<file path="src/fsop_pkg.sv">
// Package: constants and carrier types for the framed serial output port
package fsop_pkg;
  // Core clock and serial clock limits
  localparam int unsigned CORE_CLK_KHZ = 200000;
  localparam int unsigned MASTER_SCLK_MAX_KHZ = 33500;
  localparam int unsigned MIN_HALF_CYC =
    (CORE_CLK_KHZ + 2 * MASTER_SCLK_MAX_KHZ - 1) / (2 * MASTER_SCLK_MAX_KHZ);
  localparam logic [3:0] MIN_HALF = 4'(MIN_HALF_CYC);
  // Register byte offsets
  localparam logic [7:0] OFS_CTRL = 8'h00;
  localparam logic [7:0] OFS_STATUS = 8'h04;
  // Control register field positions
  localparam int CTRL_MASTER_BIT = 0;
  localparam int CTRL_WL_LSB = 1;
  localparam int CTRL_APPEND_BIT = 3;
  localparam int CTRL_DIV_BIT = 4;
  localparam int CTRL_SDIV_LSB = 8;
  localparam logic [31:0] CTRL_RESET = 32'h0000_0000;
  // Status register field positions
  localparam int STAT_ACTIVE_BIT = 0;
  localparam int STAT_RDPEND_BIT = 1;
  localparam int STAT_FCNT_LSB = 8;
  // Word length codes
  localparam logic [1:0] WL_16 = 2'h0;
  localparam logic [1:0] WL_24 = 2'h1;
  localparam logic [1:0] WL_32 = 2'h2;
  // Command word layout (first 16 bits shifted in)
  localparam int CMD_READ_BIT = 15;
  localparam int CMD_WRITE_BIT = 14;
  localparam int CMD_ADDR_LSB = 8;
  localparam logic [4:0] CMD_LAST_BIT = 5'h0f;
  localparam int SAMPLE_W = 23;

  typedef struct packed {
    logic [SAMPLE_W-1:0] a_i;
    logic [SAMPLE_W-1:0] a_q;
    logic [SAMPLE_W-1:0] b_i;
    logic [SAMPLE_W-1:0] b_q;
  } fsop_iq_s;

  typedef struct packed {
    logic read;
    logic write;
    logic [2:0] addr;
    logic [7:0] wdata;
  } fsop_cmd_s;

  typedef struct packed {
    logic [3:0] sdiv;
    logic diversity;
    logic append;
    logic [1:0] wl;
    logic master;
  } fsop_cfg_s;

  typedef enum logic [1:0] {
    FSOP_IDLE = 2'b00,
    FSOP_SYNC = 2'b01,
    FSOP_SHIFT = 2'b10
  } fsop_state_e;
endpackage

</file>
<file path="src/fsop_clkdiv.sv">
// Serial clock divider: makes the master serial clock and its edge enables
`timescale 1ns/1ps
module fsop_clkdiv (
  input wire logic ref_clk, // Core clock
  input wire logic arst_n, // Async reset, active low
  input wire logic run, // Divider runs while high
  input wire logic [3:0] divider, // Serial clock divider value
  output logic sclk_q, // Divided serial clock
  output logic rise_q, // Pulse: sclk_q just rose
  output logic fall_q // Pulse: sclk_q just fell
);
  import fsop_pkg::*;

  logic [3:0] half_t;
  logic [3:0] cnt_q;

  // Zero means divide by two; clamped so the pin never beats the master limit
  always_comb begin
    half_t = (divider == 4'h0) ? 4'h1 : divider;
    if (half_t < MIN_HALF) begin
      half_t = MIN_HALF;
    end
  end

  // Half-period counter; each wrap flips the clock
  always_ff @(posedge ref_clk or negedge arst_n) begin
    if (!arst_n) begin
      cnt_q <= 4'h0;
      sclk_q <= 1'b0;
      rise_q <= 1'b0;
      fall_q <= 1'b0;
    end else if (!run) begin
      cnt_q <= 4'h0;
      sclk_q <= 1'b0;
      rise_q <= 1'b0;
      fall_q <= 1'b0;
    end else if (cnt_q == half_t - 4'h1) begin
      cnt_q <= 4'h0;
      sclk_q <= ~sclk_q;
      rise_q <= ~sclk_q;
      fall_q <= sclk_q;
    end else begin
      cnt_q <= cnt_q + 4'h1;
      rise_q <= 1'b0;
      fall_q <= 1'b0;
    end
  end
endmodule

</file>
<file path="src/fsop_port.sv">
// Framed serial output port with serial command intake and Avalon-MM control
//
// Implementation choices: the register addresses and the Avalon-MM slave port.
`timescale 1ns/1ps
// Functional notes
// - Master drives serial clock and frame sync; slave takes both in.
// - Inputs sampled on falling serial edge, outputs changed on rising edge.
// - Sampled frame sync starts the slot at the next rising edge.
// - Master pulses frame sync one serial cycle, transfer follows immediately.
// - Master serial clock never exceeds 33.5 MHz or half the core clock.
// - Frame starts with A I msb; ends with A Q, B Q or the read-back word.
// - Serial data output is released outside the own slot.
// - Frame end is high in the slot's last serial cycle.
// - A chained slave starts on frame end with no idle gap.
// - Word length code picks 16, 24 or 32 bit words.
// - Words go msb first, left justified, padding at the end.
// - 24 and 32 bit words carry 23-bit samples.
// - Without append a frame holds two or four data words.
// - Append adds a read-back word, zero when nothing was read.
// - A read request forces the read-back word even without append; here a read in the last 16-bit data word comes too late to add it.
// - Master divides core clock by twice the divider, never by less than six.
// - In slave mode the divider is ignored.
// - Frames are spaced by zero or at least two core cycles.
// - Command: read and write flags, three-bit select, data in low byte.
// - Reads per frame limited to two, three or four by word length.
// - Read bytes packed into read-back word in order, first at the top.
module fsop_port (
  input wire logic ref_clk, // Core clock, 200 MHz
  input wire logic arst_n, // Async reset, active low
  input wire logic [7:0] avs_address, // Avalon byte address
  input wire logic avs_read, // Avalon read request
  input wire logic avs_write, // Avalon write request
  input wire logic [31:0] avs_writedata, // Avalon write data
  input wire logic [3:0] avs_byteenable, // Avalon byte enables
  output logic [31:0] avs_readdata, // Avalon read data
  output logic avs_waitrequest, // Avalon wait request
  input wire logic iq_valid, // Pulse: new I/Q set ready
  input wire fsop_pkg::fsop_iq_s iq_data, // I/Q samples
  output fsop_pkg::fsop_cmd_s cmd_q, // Decoded serial command
  output logic cmd_valid_q, // Pulse: command valid
  input wire logic rd_ack, // Pulse: read byte returned
  input wire logic [7:0] rd_data, // Read byte from register file
  input wire logic sclk_i, // Serial clock pin input
  output logic sclk_o, // Serial clock pin output
  output logic sclk_oe, // Serial clock drive enable
  input wire logic fs_i, // Frame sync pin input
  output logic fs_o, // Frame sync pin output
  output logic fs_oe, // Frame sync drive enable
  input wire logic sdi_i, // Serial command input
  output logic sdo_o, // Serial data output
  output logic sdo_oe, // Serial data drive enable
  output logic frame_end_o // Frame end output
);
  import fsop_pkg::*;

  fsop_cfg_s cfg_q;
  fsop_state_e state_q;
  fsop_iq_s iq_q;
  fsop_iq_s frame_q;
  logic [31:0] ctrl_t;
  logic [31:0] rd_word_q;
  logic [2:0] rd_cnt_q;
  logic [2:0] ack_cnt_q;
  logic [2:0] word_idx_q;
  logic [4:0] bit_idx_q;
  logic [4:0] rx_cnt_q;
  logic [2:0] rx_word_q;
  logic [14:0] rx_sr_q;
  logic [7:0] fcnt_q;
  logic pend_q;
  logic fs_seen_q;
  logic last_q;
  logic sclk_prev_q;
  logic div_sclk;
  logic div_rise;
  logic div_fall;
  logic rise_en;
  logic fall_en;
  logic fs_smp;
  logic word_end;
  logic frame_last;
  logic has_rd_word;
  logic [2:0] data_words;
  logic [31:0] cur_word;
  logic [31:0] first_word;
  logic [15:0] cmd_word;

  // Last bit index of a serial word for a length code
  function automatic logic [4:0] wl_last(input logic [1:0] wl);
    case (wl)
      WL_16: wl_last = 5'd15;
      WL_24: wl_last = 5'd23;
      WL_32: wl_last = 5'd31;
      default: wl_last = 5'd15;
    endcase
  endfunction

  // Read limit per frame for a length code
  function automatic logic [2:0] max_reads(input logic [1:0] wl);
    case (wl)
      WL_16: max_reads = 3'd2;
      WL_24: max_reads = 3'd3;
      WL_32: max_reads = 3'd4;
      default: max_reads = 3'd2;
    endcase
  endfunction

  // Left-justified word image of a sample; 16-bit words keep the top bits
  function automatic logic [31:0] sample_word(input logic [SAMPLE_W-1:0] s,
                                              input logic [1:0] wl);
    if (wl == WL_16) begin
      sample_word = {s[SAMPLE_W-1:SAMPLE_W-16], 16'h0000};
    end else begin
      sample_word = {s, 9'h000};
    end
  endfunction

  // Serial clock master divider; idle in slave mode so the divider is unused
  fsop_clkdiv u_div (
    .ref_clk(ref_clk),
    .arst_n(arst_n),
    .run(cfg_q.master),
    .divider(cfg_q.sdiv),
    .sclk_q(div_sclk),
    .rise_q(div_rise),
    .fall_q(div_fall)
  );

  // Edge enables come from the divider or from the external clock pin
  always_comb begin
    if (cfg_q.master) begin
      rise_en = div_rise;
      fall_en = div_fall;
      fs_smp = fs_o;
    end else begin
      rise_en = sclk_i & ~sclk_prev_q;
      fall_en = ~sclk_i & sclk_prev_q;
      fs_smp = fs_i;
    end
  end

  // Frame layout: data words, optional read-back word, current word image
  always_comb begin
    data_words = cfg_q.diversity ? 3'd4 : 3'd2;
    has_rd_word = cfg_q.append | (rd_cnt_q != 3'd0);
    word_end = (bit_idx_q == wl_last(cfg_q.wl));
    if (has_rd_word) begin
      frame_last = word_end && (word_idx_q == data_words);
    end else begin
      frame_last = word_end && (word_idx_q == data_words - 3'd1);
    end
    case (word_idx_q)
      3'd0: cur_word = sample_word(frame_q.a_i, cfg_q.wl);
      3'd1: cur_word = sample_word(frame_q.a_q, cfg_q.wl);
      3'd2: cur_word = cfg_q.diversity ? sample_word(frame_q.b_i, cfg_q.wl) : rd_word_q;
      3'd3: cur_word = sample_word(frame_q.b_q, cfg_q.wl);
      default: cur_word = rd_word_q;
    endcase
    cmd_word = {rx_sr_q, sdi_i};
    first_word = sample_word(iq_q.a_i, cfg_q.wl);
  end

  // Pin direction follows the master select
  always_ff @(posedge ref_clk or negedge arst_n) begin
    if (!arst_n) begin
      sclk_o <= 1'b0;
      sclk_oe <= 1'b0;
      fs_oe <= 1'b0;
      sclk_prev_q <= 1'b0;
    end else begin
      sclk_o <= div_sclk;
      sclk_oe <= cfg_q.master;
      fs_oe <= cfg_q.master;
      sclk_prev_q <= sclk_i;
    end
  end

  // Holding register for the newest sample set; master waits for it
  always_ff @(posedge ref_clk or negedge arst_n) begin
    if (!arst_n) begin
      iq_q <= '0;
      pend_q <= 1'b0;
    end else begin
      if (iq_valid) begin
        iq_q <= iq_data;
      end
      if (iq_valid) begin
        pend_q <= 1'b1;
      end else if (rise_en && fs_seen_q) begin
        pend_q <= 1'b0;
      end
    end
  end

  // Frame sync is sampled on the falling serial edge
  always_ff @(posedge ref_clk or negedge arst_n) begin
    if (!arst_n) begin
      fs_seen_q <= 1'b0;
    end else if (fall_en) begin
      fs_seen_q <= fs_smp;
    end else if (rise_en) begin
      fs_seen_q <= 1'b0;
    end
  end

  // Transmit sequencer; all pin changes happen on rising enables
  always_ff @(posedge ref_clk or negedge arst_n) begin
    if (!arst_n) begin
      state_q <= FSOP_IDLE;
      fs_o <= 1'b0;
      sdo_o <= 1'b0;
      sdo_oe <= 1'b0;
      frame_end_o <= 1'b0;
      last_q <= 1'b0;
      word_idx_q <= 3'd0;
      bit_idx_q <= 5'd0;
      frame_q <= '0;
      fcnt_q <= 8'h00;
    end else if (rise_en) begin
      fs_o <= 1'b0;
      if (fs_seen_q) begin
        // Start right away; a back-to-back frame leaves no idle cycle
        state_q <= FSOP_SHIFT;
        frame_q <= iq_q;
        sdo_o <= first_word[31];
        sdo_oe <= 1'b1;
        word_idx_q <= 3'd0;
        bit_idx_q <= 5'd1;
        frame_end_o <= 1'b0;
        last_q <= 1'b0;
        fcnt_q <= fcnt_q + 8'h01;
      end else if (state_q == FSOP_SHIFT && !last_q) begin
        sdo_o <= cur_word[5'd31 - bit_idx_q];
        frame_end_o <= frame_last;
        last_q <= frame_last;
        if (word_end) begin
          word_idx_q <= word_idx_q + 3'd1;
          bit_idx_q <= 5'd0;
        end else begin
          bit_idx_q <= bit_idx_q + 5'd1;
        end
      end else if (state_q == FSOP_IDLE && cfg_q.master && pend_q) begin
        // One serial cycle of sync; gaps are whole serial cycles, never one core cycle
        fs_o <= 1'b1;
        state_q <= FSOP_SYNC;
      end else if (state_q == FSOP_SHIFT) begin
        // Slot over: release the shared data line
        state_q <= FSOP_IDLE;
        sdo_oe <= 1'b0;
        sdo_o <= 1'b0;
        frame_end_o <= 1'b0;
        last_q <= 1'b0;
      end
    end
  end

  // Command intake: a word's first 16 bits are gathered on falling edges
  always_ff @(posedge ref_clk or negedge arst_n) begin
    if (!arst_n) begin
      rx_sr_q <= 15'h0000;
      rx_cnt_q <= 5'd0;
      rx_word_q <= 3'd0;
      cmd_q <= '0;
      cmd_valid_q <= 1'b0;
      rd_cnt_q <= 3'd0;
    end else begin
      cmd_valid_q <= 1'b0;
      if (rise_en && fs_seen_q) begin
        rx_cnt_q <= 5'd0;
        rx_word_q <= 3'd0;
        rd_cnt_q <= 3'd0;
      end else if (fall_en && state_q == FSOP_SHIFT && sdo_oe) begin
        rx_sr_q <= {rx_sr_q[13:0], sdi_i};
        // Own word count: the output index has already moved on at a 16-bit word's last bit
        if (rx_cnt_q == wl_last(cfg_q.wl)) begin
          rx_cnt_q <= 5'd0;
          rx_word_q <= rx_word_q + 3'd1;
        end else begin
          rx_cnt_q <= rx_cnt_q + 5'd1;
        end
        // Commands in the read-back word are not decoded
        if (rx_cnt_q == CMD_LAST_BIT && rx_word_q < data_words) begin
          if (cmd_word[CMD_READ_BIT] && !cmd_word[CMD_WRITE_BIT]) begin
            if (rd_cnt_q < max_reads(cfg_q.wl)) begin
              rd_cnt_q <= rd_cnt_q + 3'd1;
              cmd_valid_q <= 1'b1;
            end
          end else if (cmd_word[CMD_WRITE_BIT] && !cmd_word[CMD_READ_BIT]) begin
            cmd_valid_q <= 1'b1;
          end
          cmd_q.read <= cmd_word[CMD_READ_BIT];
          cmd_q.write <= cmd_word[CMD_WRITE_BIT];
          cmd_q.addr <= cmd_word[CMD_ADDR_LSB +: 3];
          cmd_q.wdata <= cmd_word[7:0];
        end
      end
    end
  end

  // Read-back word: bytes land in request order from the top byte down
  always_ff @(posedge ref_clk or negedge arst_n) begin
    if (!arst_n) begin
      rd_word_q <= 32'h0000_0000;
      ack_cnt_q <= 3'd0;
    end else if (rise_en && fs_seen_q) begin
      rd_word_q <= 32'h0000_0000;
      ack_cnt_q <= 3'd0;
    end else if (rd_ack && ack_cnt_q < 3'd4) begin
      rd_word_q[5'd24 - {ack_cnt_q[1:0], 3'b000} +: 8] <= rd_data;
      ack_cnt_q <= ack_cnt_q + 3'd1;
    end
  end

  // Control register image for readback
  always_comb begin
    ctrl_t = 32'h0000_0000;
    ctrl_t[CTRL_MASTER_BIT] = cfg_q.master;
    ctrl_t[CTRL_WL_LSB +: 2] = cfg_q.wl;
    ctrl_t[CTRL_APPEND_BIT] = cfg_q.append;
    ctrl_t[CTRL_DIV_BIT] = cfg_q.diversity;
    ctrl_t[CTRL_SDIV_LSB +: 4] = cfg_q.sdiv;
  end

  // Avalon slave: one wait cycle, then the access completes
  always_ff @(posedge ref_clk or negedge arst_n) begin
    if (!arst_n) begin
      avs_waitrequest <= 1'b1;
      avs_readdata <= 32'h0000_0000;
      cfg_q <= fsop_cfg_s'(CTRL_RESET[8:0]);
    end else begin
      avs_waitrequest <= ~((avs_read | avs_write) & avs_waitrequest);
      if (avs_read && avs_waitrequest) begin
        case (avs_address)
          OFS_CTRL: avs_readdata <= ctrl_t;
          OFS_STATUS: begin
            avs_readdata <= 32'h0000_0000;
            avs_readdata[STAT_ACTIVE_BIT] <= sdo_oe;
            avs_readdata[STAT_RDPEND_BIT] <= (rd_cnt_q != 3'd0);
            avs_readdata[STAT_FCNT_LSB +: 8] <= fcnt_q;
          end
          default: avs_readdata <= 32'h0000_0000;
        endcase
      end
      // Config is meant to change only while the port is quiet
      if (avs_write && !avs_waitrequest && avs_address == OFS_CTRL) begin
        if (avs_byteenable[0]) begin
          cfg_q.master <= avs_writedata[CTRL_MASTER_BIT];
          cfg_q.wl <= avs_writedata[CTRL_WL_LSB +: 2];
          cfg_q.append <= avs_writedata[CTRL_APPEND_BIT];
          cfg_q.diversity <= avs_writedata[CTRL_DIV_BIT];
        end
        if (avs_byteenable[1]) begin
          cfg_q.sdiv <= avs_writedata[CTRL_SDIV_LSB +: 4];
        end
      end
    end
  end
endmodule

</file>
<file path="config.mk">
export PLATFORM = sky130hd
export DESIGN_NAME = fsop_port
export DESIGN_NICKNAME = d
export VERILOG_FILES = /design/src/fsop_pkg.sv /design/src/fsop_clkdiv.sv /design/src/fsop_port.sv
export SDC_FILE = /design/constraint.sdc
export NUM_CORES = 1
export LEC_CHECK = 0
export BUFFER_PORTS_ARGS = -buffer_cell sky130_fd_sc_hd__buf_4
export CAP_MARGIN = 20
export CORE_ASPECT_RATIO = 2
export CORE_MARGIN = 2
export CORE_UTILIZATION = 57
export DETAILED_ROUTE_END_ITERATION = 12
export PLACE_DENSITY = 0.8
export SYNTH_ARGS = -nofsm -noshare
export SYNTH_HDL_FRONTEND = slang
export SYNTH_HIERARCHICAL = 1
export SYNTH_SLANG_ARGS = --single-unit
</file>
<file path="constraint.sdc">
create_clock -name ref_clk -period 3.3 [get_ports ref_clk]
set_input_delay 0.495 -clock ref_clk [delete_from_list [all_inputs] [get_ports ref_clk]]
set_output_delay 0.495 -clock ref_clk [all_outputs]
set_load 0.05 [all_outputs]
</file>
# [After elaboration in Yosys (flattened, before gate mapping)]
# Cells that the tools add are included.
[totals] output_inout_bits=54 input_bits=153 register_bits=335 elab_cells=219
[op_classes] shift=2 n_reduce_logical=50 mux=79 n_addsub=13 n_eq_ne=17 magnitude_cmp=5 n_bitwise=10
[ops] operator="one-hot mux 32 bit (4 select lines)" n=1
[ops] operator="2-to-1 mux 32 bit" n=3
[ops] operator="2-to-1 mux 16 bit" n=4
[ops] operator="2-to-1 mux 3 bit" n=18
[ops] operator="2-to-1 mux 5 bit" n=8
[ops] operator="bitwise mux 32 bit" n=1
[ops] operator="2-to-1 mux 1 bit" n=32
[ops] operator="one-hot mux 16 bit (2 select lines)" n=1
[ops] operator="variable shift 8 x 7 -> 32 bit (first input constant)" n=1
[ops] operator="indexed part select 8 x 7 -> 32 bit" n=1
[ops] operator="nonzero test 2 bit" n=11
[ops] operator="2-to-1 mux 4 bit" n=4
[ops] operator="logical AND 1 bit" n=15
[ops] operator="adder 3 x 1 -> 3 bit (second input constant)" n=4
[ops] operator="AND reduction 2 bit" n=6
[ops] operator="AND reduction 3 bit" n=4
[ops] operator="adder 5 x 1 -> 5 bit (second input constant)" n=2
[ops] operator="equality test 5 bit" n=2
[ops] operator="one-hot mux 5 bit (2 select lines)" n=1
[ops] operator="subtractor 5 bit (first input constant)" n=2
[ops] operator="nonzero test 3 bit" n=3
[ops] operator="adder 8 x 1 -> 8 bit (second input constant)" n=1
[ops] operator="equality test 8 x 3 -> 1 bit (second input constant)" n=1
[ops] operator="zero test 8 bit" n=1
[ops] operator="29 further kinds" n=49

# [Depth between registers and ports, before layout]
# Gate-level depths: netlist (run 1).
[logic_depth] ltp_word=13 mapped_depth=10 ltp_nobuf=10

# [Hierarchy]
# The synthesis (run 1) kept the hierarchy.
[modules_own_cells] module="fsop_port" seq_area_each_um2=7733.7 cells_per_inst=1267 n_inst=1 area_each_um2=13736.9
[modules_own_cells] module="fsop_clkdiv" seq_area_each_um2=175.2 cells_per_inst=44 n_inst=1 area_each_um2=455.4

# [Worst setup path after synthesis (run 1)]
# No wires, ideal clock.
[synth_path] path_type="reg-to-reg" from="reg cfg_q[4] (netlist bit)" to="reg cmd_q[10] (netlist bit)" arrival_time_ps=2188 setup_slack_ps=984 stages_incl_launch_ff=10 synth_period_minus_slack_ps=2316 required_ps=3173 setup_time_ps=127 cell_sequence="dfrtp_1 clkbuf_1 clkbuf_1 inv_1 ha_1 o21ai_0 nor4bb_1 buf_2 buf_6 mux2_1"
[synth_between] elab_chain_len=4
[synth_lines] item="start: declaration" line="fsop_port.sv:56" text="fsop_cfg_s cfg_q;"
[synth_lines] item="start signal: assignment" line="fsop_port.sv:329" text="cfg_q <= fsop_cfg_s'(CTRL_RESET[8:0]);"
[synth_lines] item="2-to-1 mux 3 bit" line="fsop_port.sv:144" text="data_words = cfg_q.diversity ? 3'd4 : 3'd2;"
[synth_lines] item="less-than comparator 3 bit" line="fsop_port.sv:282" text="if (rx_cnt_q == CMD_LAST_BIT && rx_word_q < data_words) begin"
[synth_lines] item="logical AND 1 bit" line="fsop_port.sv:282"
[synth_lines] item="AND reduction 3 bit (no line)"
[synth_lines] item="end: declaration" line="fsop_port.sv:39" text="output fsop_pkg::fsop_cmd_s cmd_q,"
# Every way passes these cells.
# A chain may end at the register's enable or synchronous reset.

# [Worst setup path after layout (run 1)]
[layout_path] from="reg word_idx_q[0]" to="reg sdo_o"
[layout_between] elab_chain_len=6 word_cells_on_any_way=9 classes_between="eq/ne: 3; mux: 5; reduce/logical: 1"
[layout_lines] item="start: declaration" line="fsop_port.sv:64" text="logic [2:0] word_idx_q;"
[layout_lines] item="start signal: assignment" line="fsop_port.sv:237" text="word_idx_q <= word_idx_q + 3'd1;"
[layout_lines] item="equality test 3 x 2 -> 1 bit (tied with other cells)" line="fsop_port.sv:152" text="case (word_idx_q)"
[layout_lines] item="one-hot mux 32 bit (4 select lines) *" line="fsop_port.sv:152"
[layout_lines] item="binary-select mux 1 bit (select 5 bit) *" line="fsop_port.sv:233" text="sdo_o <= cur_word[5'd31 - bit_idx_q];"
[layout_lines] item="2-to-1 mux 1 bit (not written as such) *" line="fsop_port.sv:233"
[layout_lines] item="2-to-1 mux 1 bit *" line="fsop_port.sv:232" text="end else if (state_q == FSOP_SHIFT && !last_q) begin"
[layout_lines] item="2-to-1 mux 1 bit *" line="fsop_port.sv:221" text="if (fs_seen_q) begin"
[layout_lines] item="end signal: assignment" line="fsop_port.sv:225" text="sdo_o <= first_word[31];"
[layout_lines] item="end signal: assignment" line="fsop_port.sv:233"
[layout_lines] item="end: declaration" line="fsop_port.sv:50" text="output logic sdo_o,"
# Every way passes the cells marked *; elsewhere a longest branch is shown, timed or not. The select of a mux whose other input is x is not followed.

==> metrics.yaml, run 1 <==
hold_viol_final: 0
grt.total_usage_pct: 26.8
peakVddDrop_mv: 0.492
synth_area_mm2: 0.0142
cp_num_buf_inv: 1
cts_tree: "done"
die_width_um: 116
cts_resized: 0
antenna_found_initial: 0
crit_path_start: "word_idx_q[0]$_DFFE_PN0P_"
hold_start: "sclk_i"
drt-pass1-iter-count: 7
yosys.area.top_type_share_pct: 55.5
synthCells: 1311
avgViaCountPerCell: 5.72
fin_worst_skew_ns: 0.0268
place_congestion: 0.939
async_reset_ff_share_pct: 100
drive_gt1_share_pct: 25.9
num-fill-cells: 1855
yosys.area_share.simple_pct: 16.1
cpMostUsedCell: "ha_1"
cts.htree.levels: 1
fp.coreArea_mm2: 0.0244
synth.top_cells.by_area: "dfrtp_1 (56%), mux2_2 (10%), nand2_1 (9.1%), ha_1 (2.2%), a22oi_1 (1.6%)"
ys_ff_latch: 316
r2r_cells: 9
synth-edff-count: 0
worst_ep_required_time_ns: 3.79
drt-met1-wl_mm: 11.9
finalSetupTns_ns: 0
cp-endpoint: "sdo_o$_DFFE_PN0P_"
p_per_area_mw_per_mm2: 664
yosys_warnings: 6
antenna_cells: 0
numPortBuffers: 162
arrival_ns: 3.12
highest_layer: "met4"
synth_top_family_by_area: "simple AND/OR/NAND/NOR gates"
avgRoutedWirePerCell_um: 19.0
hold_slack_ns: 0.0626
fp.dieH_um: 227
crit_path_top_delay_cell: "ha_1"
worst-setup-path-type: "reg2reg"
end_kind: "flip-flop"
grt_pass1_vias: 10700
rsz0062_at_grt: "no"
synthTopCellsByCount: "nand2_1 (344), dfrtp_1 (315), mux2_2 (127)"
syn_to_final_growth_pct: 17.2
cts_buffers: 27
path_cells: "ha_1 -> ha_1 -> buf_4 -> nand2_1 -> a41oi_1 -> a221oi_1 -> o311ai_0 -> o22ai_1 -> a31oi_1"
post-dp-hpwl_mm: 25.1
min_path_type: "in2reg"
seq_area_mm2: 0.00791
cts_max_path_buffers: 3
synth_compound_area_share_pct: 8.60
grt_max_degree: 98
power_w: 0.0110
synth_adder_area_share_pct: 2.20
fin_util_pct: 68.1
p_leak_nw: 7.98
start_util_pct: 58.1
gr-total-overflow: 0
ant_nets: 0
ys.flop_type: "dfrtp_1"
synth_top_cell_by_area: "dfrtp_1"
r2r_start: "word_idx_q[0]$_DFFE_PN0P_"
nets: 1638
met3WireLength_mm: 1.41
cp_num_cells: 9
worstSetupStartpointType: "flip-flop"
ys_types: 81
rrSetupSlack_ns: 0.67
synth.most_common_cell: "nand2_1"
die_area_mm2: 0.0263
clk_pin_slew_ns: 0.07
status: "completed"
critPathMaxFanout: 18
max_slew.worst_pin.slew_ns: 1.00
min_period_ns: 2.63
synth.avg_cell_area_um2: 10.8
std_cell_rows: 81
drv_cap: 0
num_vias: 10400
crit_path_max_incr_delay_ns: 0.55
timing.fmax_ghz: 0.380
cts_root_buffer: "clkbuf_16"
relSlewSlack_pct: 33.3
critPathTopFamily: "compound AO/OA/AOI/OAI gates"
drt_drc_violations_left: 0
met2_length_mm: 18.7
synthXorXnorAreaFrac_pct: 1.60
routed_wl_mm: 34.4
min_period_over_period_pct: 79.8
synthMuxAreaShare_pct: 12.0
drt_iter0_drc: 725
synth.yosys.seq_area_share_pct: 55.7
clk_latency_ns: 0.57
grt_pass1_wl_mm: 54.6
setup_viol: 0
pin_count: 207
multiInputGateArea_mm2: 0.00584
maxSlewViolCount: 0
rr_endpoint: "sdo_o$_DFFE_PN0P_"
numClockSinks: 316
[registers in the layout (all words and copies together) (netlist names), 2 cells and up]
name / count
frame_q: 92
iq_q: 92
rd_word_q: 32
rx_sr_q: 15
avs_readdata: 13
cmd_q: 13
cfg_q: 9
fcnt_q: 8
bit_idx_q: 5
rx_cnt_q: 5
u_div/cnt_q: 4
ack_cnt_q: 3
rd_cnt_q: 3
rx_word_q: 3
word_idx_q: 3
state_q: 2
[worst reg2reg max path, cell delays in order, from the launching register on]
cell and delay, ns:
dfrtp_1 0.45, ha_1 0.19, ha_1 0.55, buf_4 0.25
nand2_1 0.05, a41oi_1 0.35, a221oi_1 0.13, o311ai_0 0.31
o22ai_1 0.12, a31oi_1 0.17
[kinds of logic (layout without fill, tap and decap cells)]
group	after synthesis	count (layout)
other cells	1	19
mux	150	150
xor+xnor	26	26
fa+ha+maj	25	25
compound gates	168	168
buf+inv	111	261
flops	316	316
simple gates	514	514
[area by class of cell]
class                           count  area share (%)
Clock buffer                       38            4.67
Clock inverter                     10           0.692
Inverter                           23           0.527
Multi-Input combinational cell    902            35.1
Sequential cell                   316            47.6
Tap cell                          332            2.50
Timing Repair Buffer              190            8.94
[how the worst min path moves through the flow]
stage	end	slack, ns	cells past startpoint
after floorplan	ack_cnt_q[0]$_DFFE_PN0P_	0.20	0
after global placement	sclk_o$_DFF_PN0_	0.44	0
after detailed placement	sclk_o$_DFF_PN0_	0.45	0
after CTS	sclk_prev_q$_DFF_PN0_	0.05	1
after global routing	sclk_prev_q$_DFF_PN0_	0.06	1
final	sclk_prev_q$_DFF_PN0_	0.06	1
[cells in the final DEF, fill, tap and decap left out, drive strengths merged, types with 16 or more instances in the layout]
master  synthesis  final
dfrtp         315    315
a22oi          30     30
nand2         348    348
inv            22     24
nand3          34     34
clkbuf         45     38
xnor2          16     16
mux2          136    136
nor2           49     49
buf            43    189
o21ai          20     20
ha             25     25
conb            1     19
a21oi          41     41
[metrics by stage]
step	instance area, um2	cells	setup slack, ns
floorplan	14300	1329	0.984
global placement	15700	1762	0.729
detailed placement	15700	1762	0.682
CTS	16600	1811	0.648
global route	16600	1811	0.473
finish	16600	1811	0.667
[metal layers]
metal	vias up	global-route usage (%)
met1	5117	28.5
li1	4762	-
met2	343	49.2
met3	134	2.66
met5	-	0
met4	0	17.8
[power by group]
part | switching (W) | leakage, nW | internal (W) | total, W
Clock | 0.00141 | 0.437 | 0.00180 | 0.00322
Combinational | 0.00145 | 3.53 | 0.00108 | 0.00253
Sequential | 0.000679 | 4.01 | 0.00462 | 0.00530
[what timing repair did]
item	CTS	global route
buffers inserted	0	0
hold buffers	1	0
endpoints found under the hold margin	73	0
Power figures use the tool's default switching activity.
==> run 2, diff against run 1 <==
==> constraint.sdc (replaced) <==
create_clock -name ref_clk -period 2.5 [get_ports ref_clk]
set_input_delay 0.375 -clock ref_clk [delete_from_list [all_inputs] [get_ports ref_clk]]
set_output_delay 0.375 -clock ref_clk [all_outputs]
set_load 0.05 [all_outputs]
==> metrics.yaml, run 2 (synthesis results as in run 1) <==
place_congestion: 0.954  # was 0.939
avgRoutedWirePerCell_um: 19.3  # was 19.0 um
clk_latency_ns: 0.54  # was 0.57 ns
routed_wl_mm: 35.3  # was 34.4 mm
antenna_found_initial: 0  # unchanged
cts_root_buffer: "clkbuf_16"  # unchanged
numClockSinks: 316  # unchanged
die_width_um: 116  # unchanged
num_vias: 10400  # about the same
layout_common_cells: "nand2_1 (344), dfrtp_1 (315), buf_4 (190)"  # was nand2_1 (344), dfrtp_1 (315), buf_4 (184)
grt_max_degree: 98  # unchanged
syn_to_final_growth_pct: 18.9  # was 17.2%
grt_pass1_vias: 11000  # was 10700
status: "completed"  # unchanged
fp.dieH_um: 227  # unchanged
worst_ep_required_time_ns: 2.93  # was 3.79 ns
gr-total-overflow: 0  # unchanged
ant_nets: 0  # unchanged
drv_cap: 0  # unchanged
r2r_cells: 9  # unchanged
power_w: 0.0149  # was 0.0110 W
p_per_area_mw_per_mm2: 883  # was 664 mW/mm2
antenna_cells: 0  # unchanged
fin_ws_ns: 0.0783  # was 0.667 ns
fp.coreArea_mm2: 0.0244  # unchanged
reg_top3: "frame_q x92, iq_q x92, rd_word_q x32"  # unchanged
fin_worst_skew_ns: 0.0182  # was 0.0268 ns
cts_buffers: 26  # was 27
clk_pin_slew_ns: 0.07  # about the same
nets: 1653  # was 1638
drt_iter0_drc: 730  # was 725
maxSlewViolCount: 0  # unchanged
worst-setup-path-type: "reg2reg"  # unchanged
std_cell_rows: 81  # unchanged
relSlewSlack_pct: 55.9  # was 33.3%
start_util_pct: 58.1  # unchanged
p_leak_nw: 8.09  # was 7.98 nW
dp_slack_ns: 0.112  # was 0.682 ns
post-dp-hpwl_mm: 25.4  # was 25.1 mm
drt_drc_violations_left: 0  # unchanged
peakVddDrop_mv: 0.677  # was 0.492 mV
timing.fmax_ghz: 0.413  # was 0.380 GHz
grt_pass1_wl_mm: 57.1  # was 54.6 mm
pin_count: 207  # unchanged
hold_viol_final: 0  # unchanged
end_kind: "flip-flop"  # unchanged
setup_viol: 0  # unchanged
max_slew.worst_pin.slew_ns: 0.660  # was 1.00 ns
min_period_over_period_pct: 96.9  # was 79.8%
critPathMaxFanout: 23  # was 18
numPortBuffers: 162  # unchanged
fin_cells: 1826  # was 1811
die_area_mm2: 0.0263  # unchanged
arrival_ns: 2.85  # was 3.12 ns
grt.total_usage_pct: 27.9  # was 26.8%
min_path_type: "in2reg"  # unchanged
min_period_ns: 2.42  # was 2.63 ns
placed_cells_incl_taps: 1775  # was 1762
cts.htree.levels: 1  # unchanged
drive_gt1_share_pct: 26.5  # was 25.9%
worstSetupStartpointType: "flip-flop"  # unchanged
finalSetupTns_ns: 0  # unchanged
holdPathStages: 2  # was 1
cts_tree: "done"  # unchanged
cts_max_path_buffers: 3  # unchanged
final_common_cell: "nand2_1"  # unchanged
drt-pass1-iter-count: 5  # was 7
avgViaCountPerCell: 5.71  # was 5.72
## run 2: changes by cell type in the layout (fill, tap and decap cells not counted), sizes merged
cell | previous run | this run
bufinv | 2 | 4
dlygate4sd3 | 1 | 4
inv | 24 | 22
clkbuf | 38 | 37
buf | 189 | 202
## run 2: layout make-up
class | instances | area [um2]
clock buffers | 37 | 753
inverters | 23 | 87.6
fillers | 1809 | 7550
repair buffers | 206 | 1700
clock inverters | 10 | 155
flip-flops and latches | 316 | 7910
multi-input cells | 902 | 5860
well taps | 332 | 415
## run 2: what timing repair did
action,in CTS,in global routing
setup endpoints to repair,0,1
gates resized for setup,0,5
hold buffers,4,0
setup buffers,0,0
endpoints found under the hold margin,37,0
## run 2: metal layers
metal,global-route usage [%],wire (um),up-vias
li1,-,-,4814
met1,30.4,12100,5207
met2,52.3,19900,312
met3,2.98,1300,101
met4,14.3,2030,0
met5,0,0,-
## run 2: worst max-delay path, stage by stage (launching register included)
cell	delay, ns
dfrtp_1	0.44
ha_1	0.22
ha_1	0.23
buf_12	0.17
a222oi_1	0.32
a21oi_1	0.11
a2111oi_0	0.34
o311ai_0	0.20
o22ai_1	0.22
a31oi_1	0.06
## run 2: worst paths after layout
| path | to | slack (ns) | startpoint |
|---|---|---|---|
| setup / recovery | sdo_o$_DFFE_PN0P_ | 0.08 | word_idx_q[1]$_DFFE_PN0P_ |
| hold / removal | iq_q[9]$_DFFE_PN0P_ | 0.06 | iq_data[9] |
| setup reg to reg | sdo_o$_DFFE_PN0P_ | 0.08 | word_idx_q[1]$_DFFE_PN0P_ |
| hold reg to reg | sclk_o$_DFF_PN0_ | 0.45 | u_div/sclk_q$_DFFE_PN0P_ |
| max in group asynchronous | iq_q[36]$_DFFE_PN0P_ | 1.45 | arst_n |
| min in group asynchronous | u_div/fall_q$_DFF_PN0_ | 0.32 | arst_n |
## run 2: power by group
part | internal [W] | total, W | leakage (nW) | switching (W)
logic | 0.00155 | 0.00355 | 3.64 | 0.00199
clock network | 0.00251 | 0.00434 | 0.441 | 0.00183
registers | 0.00610 | 0.00701 | 4.01 | 0.000911
## run 2: through the flow
stage / hold slack [ns] / cell area [um2] / util, %
finish: 0.0605 / 16900 / 69.1
global route: 0.0486 / 16900 / 69.1
CTS: 0.0448 / 16900 / 69.0
detailed placement: 0.299 / 15900 / 65.2
global placement: 0.300 / 15900 / 65.2
floorplan: 0.0794 / 14300 / -
==> run 3, diff against run 2 <==
--- a/config.mk
+++ b/config.mk
@@ -8,7 +8,6 @@
 export BUFFER_PORTS_ARGS = -buffer_cell sky130_fd_sc_hd__buf_4
 export CAP_MARGIN = 20
 export CORE_ASPECT_RATIO = 2
-export CORE_MARGIN = 2
 export CORE_UTILIZATION = 57
 export DETAILED_ROUTE_END_ITERATION = 12
 export PLACE_DENSITY = 0.8
==> metrics.yaml, run 3 (synthesis results as in run 1) <==
p_leak_nw: 8.12  # was 8.09 nW
nets: 1666  # was 1653
timing.fmax_ghz: 0.422  # was 0.413 GHz
grt_use_met1_pct: 30.3  # was 30.4%
place_congestion: 0.919  # was 0.954
num-fill-cells: 1846  # was 1809
place_area_mm2: 0.0160  # was 0.0159 mm2
p_per_area_mw_per_mm2: 873  # was 883 mW/mm2
worstSetupStartpointType: "flip-flop"  # unchanged
reg_top3: "frame_q x92, iq_q x92, rd_word_q x32"  # unchanged
design_area_mm2: 0.0169  # about the same
die_width_um: 114  # was 116 um
maxSlewViolCount: 0  # unchanged
p_clk_share_pct: 28.1  # was 29.1%
post-dp-hpwl_mm: 25.6  # was 25.4 mm
drt-pass1-iter-count: 5  # unchanged
dp_slack_ns: 0.0248  # was 0.112 ns
crit_path_start: "word_idx_q[1]$_DFFE_PN0P_"  # unchanged
drt_iter0_drc: 592  # was 730
top_usage_layer: "met2"  # unchanged
grt_use_met3_pct: 2.58  # was 2.98%
critPathMaxFanout: 9  # was 23
max_slew.worst_pin.slew_ns: 0.662  # was 0.660 ns
power_frac_seq_pct: 47.9  # was 47.1%
final_common_cell: "nand2_1"  # unchanged
switching_share_pct: 32.1  # was 31.7%
drv_cap: 0  # unchanged
cts_root_buffer: "clkbuf_16"  # unchanged
relSlewSlack_pct: 55.9  # about the same
peakVddDrop_mv: 0.661  # was 0.677 mV
die_area_mm2: 0.0256  # was 0.0263 mm2
path_cells: "inv_1 -> ha_2 -> buf_4 -> a222oi_1 -> a21oi_1 -> a2111oi_2 -> o311ai_0 -> o22ai_1 -> a31oi_1"  # was ha_1 -> ha_1 -> buf_12 -> a222oi_1 -> a21oi_1 -> a2111oi_0 -> o311ai_0 -> o22ai_1 -> a31oi_1
layout_common_cells: "nand2_1 (344), dfrtp_1 (315), buf_4 (203)"  # was nand2_1 (344), dfrtp_1 (315), buf_4 (190)
gr-total-overflow: 0  # unchanged
hold_start: "iq_data[56]"  # was iq_data[9]
min_period_ns: 2.37  # was 2.42 ns
drive_gt1_share_pct: 27.3  # was 26.5%
cts_max_path_buffers: 3  # unchanged
grt.met2_usage_pct: 52.5  # was 52.3%
rr_endpoint: "sdo_o$_DFFE_PN0P_"  # unchanged
fin_worst_skew_ns: 0.00944  # was 0.0182 ns
start_util_pct: 58.1  # unchanged
grt.total_usage_pct: 28.6  # was 27.9%
min_to: "iq_q[56]$_DFFE_PN0P_"  # was iq_q[9]$_DFFE_PN0P_
hold_viol_final: 0  # unchanged
rrSetupSlack_ns: 0.13  # was 0.08 ns
power_frac_comb_pct: 24.1  # was 23.8%
cts.htree.levels: 1  # unchanged
holdPathStages: 2  # unchanged
std_cell_rows: 81  # unchanged
min_period_over_period_pct: 94.7  # was 96.9%
grt_max_degree: 105  # was 98
hold_slack_ns: 0.0593  # was 0.0605 ns
min_path_type: "in2reg"  # unchanged
antenna_cells: 0  # unchanged
fin_cells: 1840  # was 1826
fin_ws_ns: 0.133  # was 0.0783 ns
fin_util_pct: 69.2  # was 69.1%
fp.coreArea_mm2: 0.0244  # unchanged
syn_to_final_growth_pct: 19.1  # was 18.9%
grt_pass1_vias: 10900  # was 11000
grt_pass1_wl_mm: 56.0  # was 57.1 mm
cts_buffers: 27  # was 26
status: "completed"  # unchanged
setup_viol: 0  # unchanged
drt_drc_violations_left: 0  # unchanged
antenna_found_initial: 0  # unchanged
fp.dieH_um: 225  # was 227 um
avgRoutedWirePerCell_um: 18.9  # was 19.3 um
clk_latency_ns: 0.54  # about the same
cts_tree: "done"  # unchanged
clk_pin_slew_ns: 0.07  # about the same
worst-setup-path-type: "reg2reg"  # unchanged
crit_path_max_incr_delay_ns: 0.42  # was 0.44 ns
p_int_w: 0.0100  # was 0.0102 W
r2r_start: "word_idx_q[1]$_DFFE_PN0P_"  # unchanged
numPortBuffers: 162  # unchanged
ant_nets: 0  # unchanged
r2r_cells: 9  # unchanged
routed_wl_mm: 34.8  # was 35.3 mm
end_kind: "flip-flop"  # unchanged
num_vias: 10400  # about the same
placed_cells_incl_taps: 1785  # was 1775
crit_path_top_delay_cell: "dfrtp_1"  # unchanged
worst_ep_required_time_ns: 2.91  # was 2.93 ns
p_sw_w: 0.00474  # was 0.00473 W
arrival_ns: 2.78  # was 2.85 ns
pin_count: 207  # unchanged
avgViaCountPerCell: 5.66  # was 5.71
numClockSinks: 316  # unchanged
-- run 3: cell count changes in the layout (fill, tap and decap cells not counted), moves of 2 or more --
cell       before  now
a2111oi_0       1    3
buf_4         190  203
ha_1           25   21
bufinv_16       4    2
ha_2            0    3
a2111oi_1       2    0
buf_12         11    8
clkinv_2        5    8
-- run 3: worst max-delay path, delay by kind of cell (launching register included) --
family          cells  cell delay [ns]
compound gates      6             1.28
flops               1             0.42
buf+inv             2             0.28
fa+ha+maj           1             0.25
-- run 3: final cells by class --
| class | instances | area (um2) | area share (%) |
|---|---|---|---|
| timing repair buffer | 218 | 1760 | 10.4 |
| clock buffer | 37 | 743 | 4.40 |
| inverter | 23 | 87.6 | 0.518 |
| multi-input combinational | 902 | 5870 | 34.7 |
| tap | 332 | 415 | 2.46 |
| sequential | 316 | 7910 | 46.8 |
| clock inverter | 12 | 119 | 0.703 |
-- run 3: layer usage --
metal / routed length [um] / vias up / part of all wire [%]
li1: - / 4832 / -
met1: 12100 / 5155 / 35
met2: 19000 / 301 / 54
met3: 1190 / 119 / 3.4
met4: 2550 / 0 / 7.3
met5: 0 / - / 0
-- run 3: through the flow --
step	total power, W	setup TNS [ns]
detailed placement	0.0106	0
floorplan	0.00903	0
CTS	0.0148	0
global placement	0.0105	0
finish	0.0148	0
global route	0.0155	-0.00660
-- run 3: worst max-delay path by stage --
stage | to | slack, ns | cells past startpoint
finish | sdo_o$_DFFE_PN0P_ | 0.13 | 9
global route | sdo_o$_DFFE_PN0P_ | -0.007 | 9
CTS | sdo_o$_DFFE_PN0P_ | 0.01 | 9
detailed placement | sdo_o$_DFFE_PN0P_ | 0.02 | 9
global placement | sdo_o$_DFFE_PN0P_ | 0.07 | 9
floorplan | cmd_q[10]$_DFFE_PN0P_ | 0.18 | 9
-- run 3: power groups by stage --
stage               Clock (W)  Sequential (W)  Combinational [W]
finish                0.00414         0.00706            0.00355
global route          0.00441         0.00716            0.00391
CTS                   0.00422         0.00704            0.00351
detailed placement          0         0.00712            0.00348
global placement            0         0.00708            0.00340
floorplan                   0         0.00669            0.00235
-- run 3: repair_timing --
item                                    4_1_cts  5_1_grt
hold buffers                                  4        0
endpoints found under the setup margin        0        1
endpoints found under the hold margin        36        0
buffers inserted                              0        1
gates resized for setup                       0        8
